<file path="src/core/lwtc_map.svh">
`ifndef LWTC_MAP_SVH
`define LWTC_MAP_SVH

// ****************************************************************
// register offsets (8-bit plain port, 5-bit address)
// ****************************************************************
`define LWTC_OFF_CTRL       5'h00
`define LWTC_OFF_CLKCFG     5'h01
`define LWTC_OFF_SEG_FIRST  5'h02
`define LWTC_OFF_SEG_LAST   5'h0F
`define LWTC_OFF_STATUS     5'h10

// ****************************************************************
// display_control_reg fields
// ****************************************************************
`define LWTC_CTRL_EN_BIT    7
`define LWTC_CTRL_FC_BIT    6
`define LWTC_CTRL_LC_BIT    5
`define LWTC_CTRL_CON_MSB   3
`define LWTC_CTRL_CON_LSB   0
`define LWTC_CTRL_MASK      8'hEF
`define LWTC_CTRL_RST       8'h00

// ****************************************************************
// waveform_clock_cfg fields
// ****************************************************************
`define LWTC_CLK_BW_MSB     7
`define LWTC_CLK_BW_LSB     6
`define LWTC_CLK_DUTY_MSB   5
`define LWTC_CLK_DUTY_LSB   4
`define LWTC_CLK_DIV_MSB    2
`define LWTC_CLK_DIV_LSB    0
`define LWTC_CLK_MASK       8'hF7
`define LWTC_CLK_RST        8'h00

// ****************************************************************
// status fields
// ****************************************************************
`define LWTC_ST_LEVEL_BIT   0
`define LWTC_ST_BOOST_BIT   1
`define LWTC_ST_PH_MSB      3
`define LWTC_ST_PH_LSB      2

// ****************************************************************
// divider: last count of each ratio (ratio minus one)
// ****************************************************************
`define LWTC_DIV_LAST_128   16'h007F
`define LWTC_DIV_LAST_256   16'h00FF
`define LWTC_DIV_LAST_512   16'h01FF
`define LWTC_DIV_LAST_1024  16'h03FF
`define LWTC_DIV_LAST_16K   16'h3FFF
`define LWTC_DIV_LAST_32K   16'h7FFF
`define LWTC_DIV_LAST_64K   16'hFFFF
`define LWTC_DIV_RESERVED   3'h7

// boost length = base period >> shift (32, 64, 128)
`define LWTC_BOOST_SH_32    5
`define LWTC_BOOST_SH_64    6
`define LWTC_BOOST_SH_128   7

// ****************************************************************
// panel geometry
// ****************************************************************
`define LWTC_SEG_REGS       14
`define LWTC_FP_COUNT       27
`define LWTC_BP_PER_FP      4

`endif

</file>
<file path="src/core/lwtc_pkg.sv">
package lwtc_pkg;

  typedef enum logic [1:0]
  {
    LWTC_DUTY_STATIC  = 2'h0,
    LWTC_DUTY_THIRD   = 2'h1,
    LWTC_DUTY_QUARTER = 2'h2,
    LWTC_DUTY_UNUSED  = 2'h3
  } lwtc_duty_t;

  typedef enum logic [1:0]
  {
    LWTC_BW_32     = 2'h0,
    LWTC_BW_64     = 2'h1,
    LWTC_BW_128    = 2'h2,
    LWTC_BW_UNUSED = 2'h3
  } lwtc_bw_t;

  // one-hot frame phase, bit j drives backplane j
  typedef enum logic [3:0]
  {
    LWTC_PH0 = 4'h1,
    LWTC_PH1 = 4'h2,
    LWTC_PH2 = 4'h4,
    LWTC_PH3 = 4'h8
  } lwtc_phase_t;

  typedef struct packed
  {
    logic        enable;
    logic        base_level;
    logic        shared_as_bp;
    logic        shared_on;
    logic [3:0]  bp_sel;
    logic [26:0] fp_on;
  } lwtc_drive_t;

  typedef struct packed
  {
    logic       low_res;
    logic [3:0] contrast_level;
  } lwtc_bias_t;

endpackage

</file>
<file path="src/core/lwtc_seg_mem.sv">
`timescale 1ns/1ps
`default_nettype none
`include "lwtc_map.svh"

module lwtc_seg_mem
  import lwtc_pkg::*;
(
  // clock and reset
  input  wire logic         clk,
  input  wire logic         reset_n,
  // write port
  input  wire logic         wr_en,
  input  wire logic [3:0]   wr_idx,
  input  wire logic [7:0]   wr_data,
  // read port
  input  wire logic         rd_en,
  input  wire logic [3:0]   rd_idx,
  output var  logic [7:0]   rd_data,
  // all cells, for the waveform stage
  output var  logic [111:0] all_data
);

  logic [7:0] cell_r [`LWTC_SEG_REGS];

  always_ff @(posedge clk or negedge reset_n)
  begin
    if (!reset_n)
    begin
      for (int i = 0; i < `LWTC_SEG_REGS; i++)
        cell_r[i] <= 8'h00;
    end
    else if (wr_en && (wr_idx < 4'(`LWTC_SEG_REGS)))
      cell_r[wr_idx] <= wr_data;
  end

  always_ff @(posedge clk or negedge reset_n)
  begin
    if (!reset_n)
      rd_data <= 8'h00;
    else if (rd_en)
      rd_data <= (rd_idx < 4'(`LWTC_SEG_REGS)) ? cell_r[rd_idx] : 8'h00;
  end

  always_comb
  begin
    for (int i = 0; i < `LWTC_SEG_REGS; i++)
      all_data[i*8 +: 8] = cell_r[i];
  end

endmodule

`default_nettype wire

</file>
<file path="src/core/lwtc_core.sv">
// Behaviour
// - four-bit contrast code, readable and writable, 0000 strongest, 1111 weakest.
// - with fast charge, low-resistance ladder pulses once per base half period.
// - boost width code 00/01/10 gives base period /32, /64, /128.
// - duty code 00 static, 01 one-third, 10 one-quarter multiplexing.
// - shared pin is frontplane zero except in quarter duty, then fourth backplane.
// - reset clears boost width, duty and divider fields; all are read/write.
// - divider codes 000..011 divide reference clock by 128, 256, 512, 1024.
// - divider codes 100..110 divide by 16384, 32768, 65536; 111 reserved.
// - divider runs from the oscillator reference clock.
// - fourteen segment data registers; each bit switches one segment drive (here the top four bits of the last register drive nothing).
// - frame lasts one, three or four base periods by duty.
// - driver enable, cleared by reset, gates all plane outputs.
// - ladder: high current if low-current clear, low current, or pulsed boost.
//
// The address map and strobed register access were left to the implementer.
`timescale 1ns/1ps
`default_nettype none
`include "lwtc_map.svh"

module lwtc_core
  import lwtc_pkg::*;
(
  // clock (oscillator reference) and reset
  input  wire logic        clk,
  input  wire logic        reset_n,
  // register port
  input  wire logic [4:0]  addr,
  input  wire logic [7:0]  wr_data,
  input  wire logic        wr_en,
  input  wire logic        rd_en,
  output var  logic [7:0]  rd_data,
  // panel and ladder side
  output var  lwtc_drive_t panel_drive,
  output var  lwtc_bias_t  ladder_bias
);

  // ****************************************************************
  // helpers
  // ****************************************************************
  function automatic logic [15:0] div_last(input logic [2:0] sel);
    case (sel)
      3'h0:    div_last = `LWTC_DIV_LAST_128;
      3'h1:    div_last = `LWTC_DIV_LAST_256;
      3'h2:    div_last = `LWTC_DIV_LAST_512;
      3'h3:    div_last = `LWTC_DIV_LAST_1024;
      3'h4:    div_last = `LWTC_DIV_LAST_16K;
      3'h5:    div_last = `LWTC_DIV_LAST_32K;
      3'h6:    div_last = `LWTC_DIV_LAST_64K;
      default: div_last = 16'h0000;
    endcase
  endfunction

  function automatic logic [15:0] boost_len(input logic [15:0] last, input lwtc_bw_t bw);
    case (bw)
      LWTC_BW_32:  boost_len = (last >> `LWTC_BOOST_SH_32) + 16'h0001;
      LWTC_BW_64:  boost_len = (last >> `LWTC_BOOST_SH_64) + 16'h0001;
      LWTC_BW_128: boost_len = (last >> `LWTC_BOOST_SH_128) + 16'h0001;
      default:     boost_len = 16'h0000;
    endcase
  endfunction

  // ****************************************************************
  // registers
  // ****************************************************************
  logic [7:0]  ctrl_r;
  logic [7:0]  clkcfg_r;
  logic [7:0]  rd_local_r;
  logic        rd_seg_r;
  logic [7:0]  seg_rd;
  logic [111:0] seg_all;
  logic        seg_wr;
  logic        seg_rd_en;
  logic [3:0]  seg_idx;

  logic        driver_on;
  logic        fast_charge_sel;
  logic        low_current_sel;
  lwtc_bw_t    boost_width_sel;
  lwtc_duty_t  duty_sel;
  logic [2:0]  base_div_sel;

  assign driver_on       = ctrl_r[`LWTC_CTRL_EN_BIT];
  assign fast_charge_sel = ctrl_r[`LWTC_CTRL_FC_BIT];
  assign low_current_sel = ctrl_r[`LWTC_CTRL_LC_BIT];
  assign boost_width_sel = lwtc_bw_t'(clkcfg_r[`LWTC_CLK_BW_MSB:`LWTC_CLK_BW_LSB]);
  assign duty_sel        = lwtc_duty_t'(clkcfg_r[`LWTC_CLK_DUTY_MSB:`LWTC_CLK_DUTY_LSB]);
  assign base_div_sel    = clkcfg_r[`LWTC_CLK_DIV_MSB:`LWTC_CLK_DIV_LSB];

  // unused codes are stored unchanged so software reads back what it wrote
  always_ff @(posedge clk or negedge reset_n)
  begin
    if (!reset_n)
      ctrl_r <= `LWTC_CTRL_RST;
    else if (wr_en && addr == `LWTC_OFF_CTRL)
      ctrl_r <= wr_data & `LWTC_CTRL_MASK;
  end

  always_ff @(posedge clk or negedge reset_n)
  begin
    if (!reset_n)
      clkcfg_r <= `LWTC_CLK_RST;
    else if (wr_en && addr == `LWTC_OFF_CLKCFG)
      clkcfg_r <= wr_data & `LWTC_CLK_MASK;
  end

  // ****************************************************************
  // segment data store
  // ****************************************************************
  assign seg_wr    = wr_en && addr >= `LWTC_OFF_SEG_FIRST && addr <= `LWTC_OFF_SEG_LAST;
  assign seg_rd_en = rd_en && addr >= `LWTC_OFF_SEG_FIRST && addr <= `LWTC_OFF_SEG_LAST;
  assign seg_idx   = 4'(addr - `LWTC_OFF_SEG_FIRST);

  lwtc_seg_mem u_seg_mem
  (
    .clk      (clk),
    .reset_n  (reset_n),
    .wr_en    (seg_wr),
    .wr_idx   (seg_idx),
    .wr_data  (wr_data),
    .rd_en    (seg_rd_en),
    .rd_idx   (seg_idx),
    .rd_data  (seg_rd),
    .all_data (seg_all)
  );

  // ****************************************************************
  // base clock divider
  // ****************************************************************
  logic [15:0] cnt_r;
  logic [15:0] last;
  logic [15:0] half_last;
  logic [15:0] pos;
  logic        div_ok;
  logic        full_end;
  logic        base_lvl;
  logic        boost_active;

  assign last      = div_last(base_div_sel);
  assign half_last = last >> 1;
  assign pos       = cnt_r & half_last;
  assign div_ok    = base_div_sel != `LWTC_DIV_RESERVED;
  assign full_end  = div_ok && cnt_r >= last;
  assign base_lvl  = div_ok && cnt_r <= half_last;

  // a reserved code parks the divider, so the panel sees no edges at all
  always_ff @(posedge clk or negedge reset_n)
  begin
    if (!reset_n)
      cnt_r <= 16'h0000;
    else if (!div_ok)
      cnt_r <= 16'h0000;
    else if (cnt_r >= last)
      cnt_r <= 16'h0000;
    else
      cnt_r <= cnt_r + 16'h0001;
  end

  // pulse sits at the start of each half period, where the waveform switches
  assign boost_active = div_ok && pos < boost_len(last, boost_width_sel);

  // ****************************************************************
  // frame phase
  // ****************************************************************
  lwtc_phase_t phase_r;
  lwtc_phase_t phase_nxt;

  always_comb
  begin
    phase_nxt = phase_r;
    if (full_end)
    begin
      case (phase_r)
        LWTC_PH0:
          phase_nxt = (duty_sel == LWTC_DUTY_THIRD || duty_sel == LWTC_DUTY_QUARTER)
                      ? LWTC_PH1 : LWTC_PH0;
        LWTC_PH1:
          phase_nxt = LWTC_PH2;
        LWTC_PH2:
          phase_nxt = (duty_sel == LWTC_DUTY_QUARTER) ? LWTC_PH3 : LWTC_PH0;
        default:
          phase_nxt = LWTC_PH0;
      endcase
    end
  end

  always_ff @(posedge clk or negedge reset_n)
  begin
    if (!reset_n)
      phase_r <= LWTC_PH0;
    else
      phase_r <= phase_nxt;
  end

  // ****************************************************************
  // plane drive
  // ****************************************************************
  logic [1:0]  ph_idx;
  logic [26:0] fp_c;
  lwtc_drive_t drive_nxt;
  logic        quarter;

  assign quarter = duty_sel == LWTC_DUTY_QUARTER;

  always_comb
  begin
    case (phase_r)
      LWTC_PH1: ph_idx = 2'h1;
      LWTC_PH2: ph_idx = 2'h2;
      LWTC_PH3: ph_idx = 2'h3;
      default:  ph_idx = 2'h0;
    endcase
  end

  // bit 4*k+j of the store is frontplane k against backplane j
  always_comb
  begin
    for (int k = 0; k < `LWTC_FP_COUNT; k++)
      fp_c[k] = seg_all[k*`LWTC_BP_PER_FP + int'(ph_idx)];
  end

  always_comb
  begin
    drive_nxt = '0;
    if (driver_on)
    begin
      drive_nxt.enable       = 1'b1;
      drive_nxt.base_level   = base_lvl;
      drive_nxt.shared_as_bp = quarter;
      drive_nxt.bp_sel       = quarter ? phase_r : (phase_r & 4'h7);
      drive_nxt.fp_on        = quarter ? {fp_c[26:1], 1'b0} : fp_c;
      drive_nxt.shared_on    = quarter ? phase_r[3] : fp_c[0];
    end
  end

  always_ff @(posedge clk or negedge reset_n)
  begin
    if (!reset_n)
      panel_drive <= '0;
    else
      panel_drive <= drive_nxt;
  end

  // ****************************************************************
  // ladder bias
  // ****************************************************************
  lwtc_bias_t bias_nxt;

  always_comb
  begin
    bias_nxt.contrast_level = ctrl_r[`LWTC_CTRL_CON_MSB:`LWTC_CTRL_CON_LSB];
    if (!low_current_sel)
      bias_nxt.low_res = 1'b1;
    else if (!fast_charge_sel)
      bias_nxt.low_res = 1'b0;
    else
      bias_nxt.low_res = boost_active;
  end

  always_ff @(posedge clk or negedge reset_n)
  begin
    if (!reset_n)
      ladder_bias <= '0;
    else
      ladder_bias <= bias_nxt;
  end

  // ****************************************************************
  // read path
  // ****************************************************************
  always_ff @(posedge clk or negedge reset_n)
  begin
    if (!reset_n)
    begin
      rd_local_r <= 8'h00;
      rd_seg_r   <= 1'b0;
    end
    else if (rd_en)
    begin
      rd_seg_r <= seg_rd_en;
      if (addr == `LWTC_OFF_CTRL)
        rd_local_r <= ctrl_r;
      else if (addr == `LWTC_OFF_CLKCFG)
        rd_local_r <= clkcfg_r;
      else if (addr == `LWTC_OFF_STATUS)
      begin
        rd_local_r                                  <= 8'h00;
        rd_local_r[`LWTC_ST_LEVEL_BIT]              <= base_lvl;
        rd_local_r[`LWTC_ST_BOOST_BIT]              <= boost_active;
        rd_local_r[`LWTC_ST_PH_MSB:`LWTC_ST_PH_LSB] <= ph_idx;
      end
      else
        rd_local_r <= 8'h00;
    end
  end

  assign rd_data = rd_seg_r ? seg_rd : rd_local_r;

  logic ctrl_wr;
  logic clk_wr;
  assign ctrl_wr = wr_en && addr == `LWTC_OFF_CTRL;
  assign clk_wr  = wr_en && addr == `LWTC_OFF_CLKCFG;

  // the checks look backwards over whole periods, so they need counters, not long repeats
  logic [7:0] gap_r;
  logic       gap_ok_r;
  logic [7:0] quiet_r;

  // cycles since the last base period end; gap_ok_r drops on any clock config write
  always_ff @(posedge clk or negedge reset_n)
  begin
    if (!reset_n)
    begin
      gap_r    <= 8'h00;
      gap_ok_r <= 1'b0;
    end
    else if (full_end)
    begin
      gap_r    <= 8'h00;
      gap_ok_r <= !clk_wr;
    end
    else
    begin
      gap_r    <= (gap_r == 8'hFF) ? gap_r : gap_r + 8'h01;
      gap_ok_r <= gap_ok_r && !clk_wr;
    end
  end

  // cycles since the last control or clock config write, saturating
  always_ff @(posedge clk or negedge reset_n)
  begin
    if (!reset_n)
      quiet_r <= 8'h00;
    else if (clk_wr || ctrl_wr)
      quiet_r <= 8'h00;
    else if (quiet_r != 8'hFF)
      quiet_r <= quiet_r + 8'h01;
  end
endmodule

`default_nettype wire

</file>
<file path="config.mk">
export PLATFORM = sky130hd
export DESIGN_NAME = lwtc_core
export DESIGN_NICKNAME = d
export VERILOG_FILES = /design/src/core/lwtc_pkg.sv /design/src/core/lwtc_seg_mem.sv /design/src/core/lwtc_core.sv
export VERILOG_INCLUDE_DIRS = /design/src /design/src/core
export SDC_FILE = /design/constraint.sdc
export NUM_CORES = 1
export LEC_CHECK = 0
export BUFFER_PORTS_ARGS = -buffer_cell sky130_fd_sc_hd__clkbuf_2
export CORE_MARGIN = 5
export CORE_UTILIZATION = 30
export DETAILED_ROUTE_END_ITERATION = 10
export HOLD_SLACK_MARGIN = 0.1
export PLACE_DENSITY = 0.56
export SKIP_LAST_GASP = 1
export SLEW_MARGIN = 5
export SYNTH_ARGS = -nofsm -noshare
export SYNTH_HDL_FRONTEND = slang
export SYNTH_SLANG_ARGS = --single-unit
</file>
<file path="constraint.sdc">
create_clock -name clk -period 9.2 [get_ports clk]
set_input_delay 0.92 -clock clk [delete_from_list [all_inputs] [get_ports clk]]
set_output_delay 0.92 -clock clk [all_outputs]
set_load 0.01 [all_outputs]
</file>
==> flow_results.xml <==
<?xml version="1.0" encoding="UTF-8"?>
<metrics>
  <group name="yosys">
    <metric name="synth.ff_latch_count" unit="">203</metric>
    <metric name="synth_cell_types" unit="">67</metric>
    <metric name="ys_seq_area_frac" unit="">0.472</metric>
    <metric name="synth_async_sr_flop_share" unit="">1.00</metric>
    <metric name="synth_edf_count" unit="">0</metric>
    <metric name="most_used_flip_flop_cell_after_synthesis" unit="">sky130_fd_sc_hd__dfrtp_1</metric>
    <metric name="ys_warn_count" unit="">0</metric>
    <metric name="netlist_area" unit="um^2">10800</metric>
    <metric name="synth_cells" unit="">911</metric>
    <metric name="mappedNetlistNets" unit="">980</metric>
    <metric name="post_synth.cell_area_avg" unit="um^2">11.8</metric>
  </group>
  <group name="clock_network">
    <metric name="cts_made_buffers" unit="">23</metric>
    <metric name="clock_latency" unit="ns">0.53</metric>
    <metric name="post_cts.resized_instances" unit="">0</metric>
    <metric name="cts_post_setup_buffers_inserted" unit="">0</metric>
    <metric name="ctsLongestPathBuffers" unit="">3</metric>
    <metric name="h-tree-depth" unit="">1</metric>
    <metric name="clkSlewWorstSetupHoldPaths" unit="ns">0.06</metric>
    <metric name="number_of_hold_buffers_added_after_cts" unit="">0</metric>
    <metric name="clock-root-buffer" unit="">sky130_fd_sc_hd__clkbuf_16</metric>
    <metric name="cts_tree" unit="">built</metric>
    <metric name="cts_num_sinks" unit="">203</metric>
  </group>
  <group name="critical_path">
    <metric name="setup.worst_path.end_class" unit="">register</metric>
    <metric name="critical_path_peak_fanout" unit="">19</metric>
    <metric name="reg2reg_from" unit="">clkcfg_r[2]</metric>
    <metric name="r2r.worst_path.cells" unit="">7</metric>
    <metric name="reg2reg_to" unit="">phase_r[1]</metric>
    <metric name="setup.reg_to_reg.worst_slack" unit="ns">5.11</metric>
    <metric name="crit_arrival" unit="ns">4.51</metric>
    <metric name="timing.setup.critical_path_class" unit="">register to register</metric>
    <metric name="critical_path_required" unit="ns">9.62</metric>
    <metric name="worstSetupStartpointType" unit="">register</metric>
  </group>
  <group name="die">
    <metric name="floorplan.die.width" unit="um">199</metric>
    <metric name="die_ht" unit="um">199</metric>
    <metric name="std_cell_rows" unit="">69</metric>
    <metric name="die-area" unit="um^2">39800</metric>
    <metric name="start_util" unit="">0.303</metric>
    <metric name="core" unit="um^2">35500</metric>
    <metric name="design.portCount" unit="">65</metric>
  </group>
  <group name="timing">
    <metric name="hold_slack" unit="ns">0.365</metric>
    <metric name="grt_setup_unrepaired" unit="">false</metric>
    <metric name="fmax" unit="MHz">245</metric>
    <metric name="timing.final.hold_violations" unit="">0</metric>
    <metric name="totalNegativeSetupSlack" unit="ns">0</metric>
    <metric name="period_share" unit="">0.444</metric>
    <metric name="post-route-min-period" unit="ns">4.09</metric>
    <metric name="worst_clock_skew" unit="ns">0.0171</metric>
    <metric name="slew-limit-headroom" unit="">0.329</metric>
    <metric name="timing_max_transition_violations_final" unit="">0</metric>
    <metric name="worstMarginPinSlew" unit="ns">1.01</metric>
    <metric name="setup-violations-final" unit="">0</metric>
  </group>
  <group name="run">
    <metric name="max_cap_violations" unit="">0</metric>
  </group>
  <group name="grt">
    <metric name="number_of_antenna_violations_at_the_first_check_in_global_routing" unit="">1</metric>
    <metric name="grt_pass1_wl" unit="mm">44.5</metric>
    <metric name="track_usage" unit="">0.142</metric>
    <metric name="globalRouteOverflowTotal" unit="">0</metric>
    <metric name="first_global_vias" unit="">7525</metric>
    <metric name="grt_max_degree" unit="">80</metric>
  </group>
  <group name="cells_and_area">
    <metric name="num-fill-cells" unit="">3520</metric>
    <metric name="area_growth_syn_to_layout" unit="%">14.1</metric>
    <metric name="final_cell_mix" unit="">sky130_fd_sc_hd__dfrtp_1 (202), sky130_fd_sc_hd__mux2_2 (138), sky130_fd_sc_hd__clkbuf_2 (63)</metric>
    <metric name="layout-drive-gt1-share" unit="">0.304</metric>
    <metric name="finalNetCount" unit="">1017</metric>
    <metric name="layout.cells.most_common" unit="">sky130_fd_sc_hd__dfrtp_1</metric>
  </group>
  <group name="placed_design">
    <metric name="dp.final_hpwl" unit="mm">18.9</metric>
    <metric name="place.port_buffers" unit="">64</metric>
    <metric name="place.gp.congestion" unit="">0.892</metric>
  </group>
  <group name="drt">
    <metric name="wl_per_cell" unit="um">19.5</metric>
    <metric name="drcViolationCount" unit="">0</metric>
    <metric name="final_antenna_net_count" unit="">0</metric>
    <metric name="dr.first_iter.drc_count" unit="">384</metric>
    <metric name="count_of_vias_placed_by_the_detailed_router" unit="">7298</metric>
    <metric name="wirelength" unit="mm">27.9</metric>
    <metric name="total_iterations_of_the_first_detailed_routing_run" unit="">4</metric>
    <metric name="post_drt_via_cell_ratio" unit="">5.12</metric>
  </group>
  <group name="power">
    <metric name="vdd_drop_max" unit="mV">0.125</metric>
    <metric name="power.leakage" unit="nW">5.80</metric>
    <metric name="power_per_cell_area" unit="nW/um^2">230</metric>
  </group>
  <group name="worst_hold_path">
    <metric name="hold_path_class" unit="">input port to async pin</metric>
  </group>
  <group name="status">
    <metric name="outcome" unit="">completed</metric>
  </group>
</metrics>
[metal layers]
metal  global-route usage  vias up  part of all wire
li1                     -     3388                 -
met1                0.196     3732              0.46
met2                0.224      142              0.46
met3               0.0309       36             0.052
met4               0.0428        0             0.025
met5                    0        -                 0
[cell usage after synthesis, drive strengths merged, types with 3 or more instances]
| master | n | share of area |
|---|---|---|
| a21o | 4 | 0.0028 |
| a21oi | 30 | 0.014 |
| a221oi | 4 | 0.0033 |
| a22oi | 3 | 0.0021 |
| a31oi | 3 | 0.0017 |
| and2 | 34 | 0.020 |
| and3 | 6 | 0.0035 |
| buf | 21 | 0.0098 |
| clkbuf | 38 | 0.013 |
| dfrtp | 202 | 0.47 |
| ha | 52 | 0.060 |
| inv | 25 | 0.0087 |
| mux2 | 138 | 0.14 |
| mux2i | 36 | 0.033 |
| mux4 | 24 | 0.050 |
| nand2 | 62 | 0.022 |
| nand2b | 7 | 0.0041 |
| nand3 | 12 | 0.0060 |
| nand4 | 4 | 0.0037 |
| nor2 | 49 | 0.018 |
| nor2b | 5 | 0.0029 |
| nor3 | 9 | 0.0066 |
| nor4 | 5 | 0.0035 |
| o2111ai | 3 | 0.0024 |
| o21ai | 43 | 0.020 |
| o221ai | 27 | 0.022 |
| o22ai | 8 | 0.0046 |
| or2 | 3 | 0.0017 |
| or3 | 6 | 0.0035 |
| xnor2 | 5 | 0.0041 |
| xor2 | 14 | 0.011 |
[layout make-up]
| type | count | area (um^2) | share of cell area |
|---|---|---|---|
| Clock buffer | 33 | 663 | 0.0540 |
| Inverter | 25 | 93.8 | 0.00764 |
| Sequential cell | 203 | 5080 | 0.414 |
| Multi-Input combinational cell | 624 | 5350 | 0.436 |
| Clock inverter | 8 | 133 | 0.0108 |
| Timing Repair Buffer | 71 | 382 | 0.0311 |
| Antenna cell | 1 | 2.50 | 0.000204 |
| Tap cell | 461 | 577 | 0.0470 |
[sequential cells by signal, summed over array words and instances (netlist names)]
register,flops
panel_drive,35
rd_seg_r,1
ladder_bias,5
clkcfg_r,7
rd_local_r,8
ctrl_r,7
u_seg_mem.all_data,112
phase_r,4
cnt_r,16
u_seg_mem.rd_data,8
[where the power goes]
part	total, mW	switching, mW	internal (mW)	leakage, nW
clock	0.967	0.380	0.588	0.389
combinational	0.619	0.301	0.318	2.78
sequential	1.24	0.171	1.07	2.63
[stage by stage]
step / power, mW / setup slack, ns / instance area, um^2 / util / instances
final: 2.83 / 5.11 / 12300 / 0.346 / 1426
after global routing: 2.99 / 4.75 / 12300 / 0.346 / 1426
after CTS: 2.87 / 5.11 / 12300 / 0.346 / 1425
after detailed placement: 1.89 / 4.88 / 11500 / 0.324 / 1384
after global placement: 1.87 / 5.02 / 11500 / 0.324 / 1384
after floorplan: 1.66 / 6.16 / 10800 / - / 911
[worst max-delay path: stages, from the launching register on]
cell	delay, ns
sky130_fd_sc_hd__dfrtp_1	0.69
sky130_fd_sc_hd__nand3_1	0.74
sky130_fd_sc_hd__ha_1	0.59
sky130_fd_sc_hd__nor4b_1	0.50
sky130_fd_sc_hd__o21ai_0	0.16
sky130_fd_sc_hd__a32oi_1	0.72
sky130_fd_sc_hd__nand2_1	0.25
sky130_fd_sc_hd__mux2_2	0.33
[how the worst max path moves through the flow]
stage	slack [ns]	to	startpoint	cells after the start
4_1_cts	5.11	phase_r[1]	clkcfg_r[2]	7
3_5_place_dp	4.88	u_seg_mem.all_data[57]	addr[1]	8
2_1_floorplan	6.16	cnt_r[10]	clkcfg_r[0]	13
6_report	5.11	phase_r[1]	clkcfg_r[2]	7
3_3_place_gp	5.02	u_seg_mem.all_data[62]	addr[1]	8
5_1_grt	4.75	phase_r[1]	clkcfg_r[2]	7
[logic make-up (layout without fill, tap and decap cells)]
kind of cell,Yosys count,after routing,share of synthesized area
AOI/OAI and AO/OA,141,141,0.0869
xor gates and xnor gates,19,19,0.0155
adders and majority gates,52,52,0.0604
buffers and inverters,84,137,0.0317
DFF,203,203,0.472
muxes,198,198,0.228
other,1,2,0.000348
and+or+nand+nor,213,213,0.105
Power figures use the tool's default switching activity.
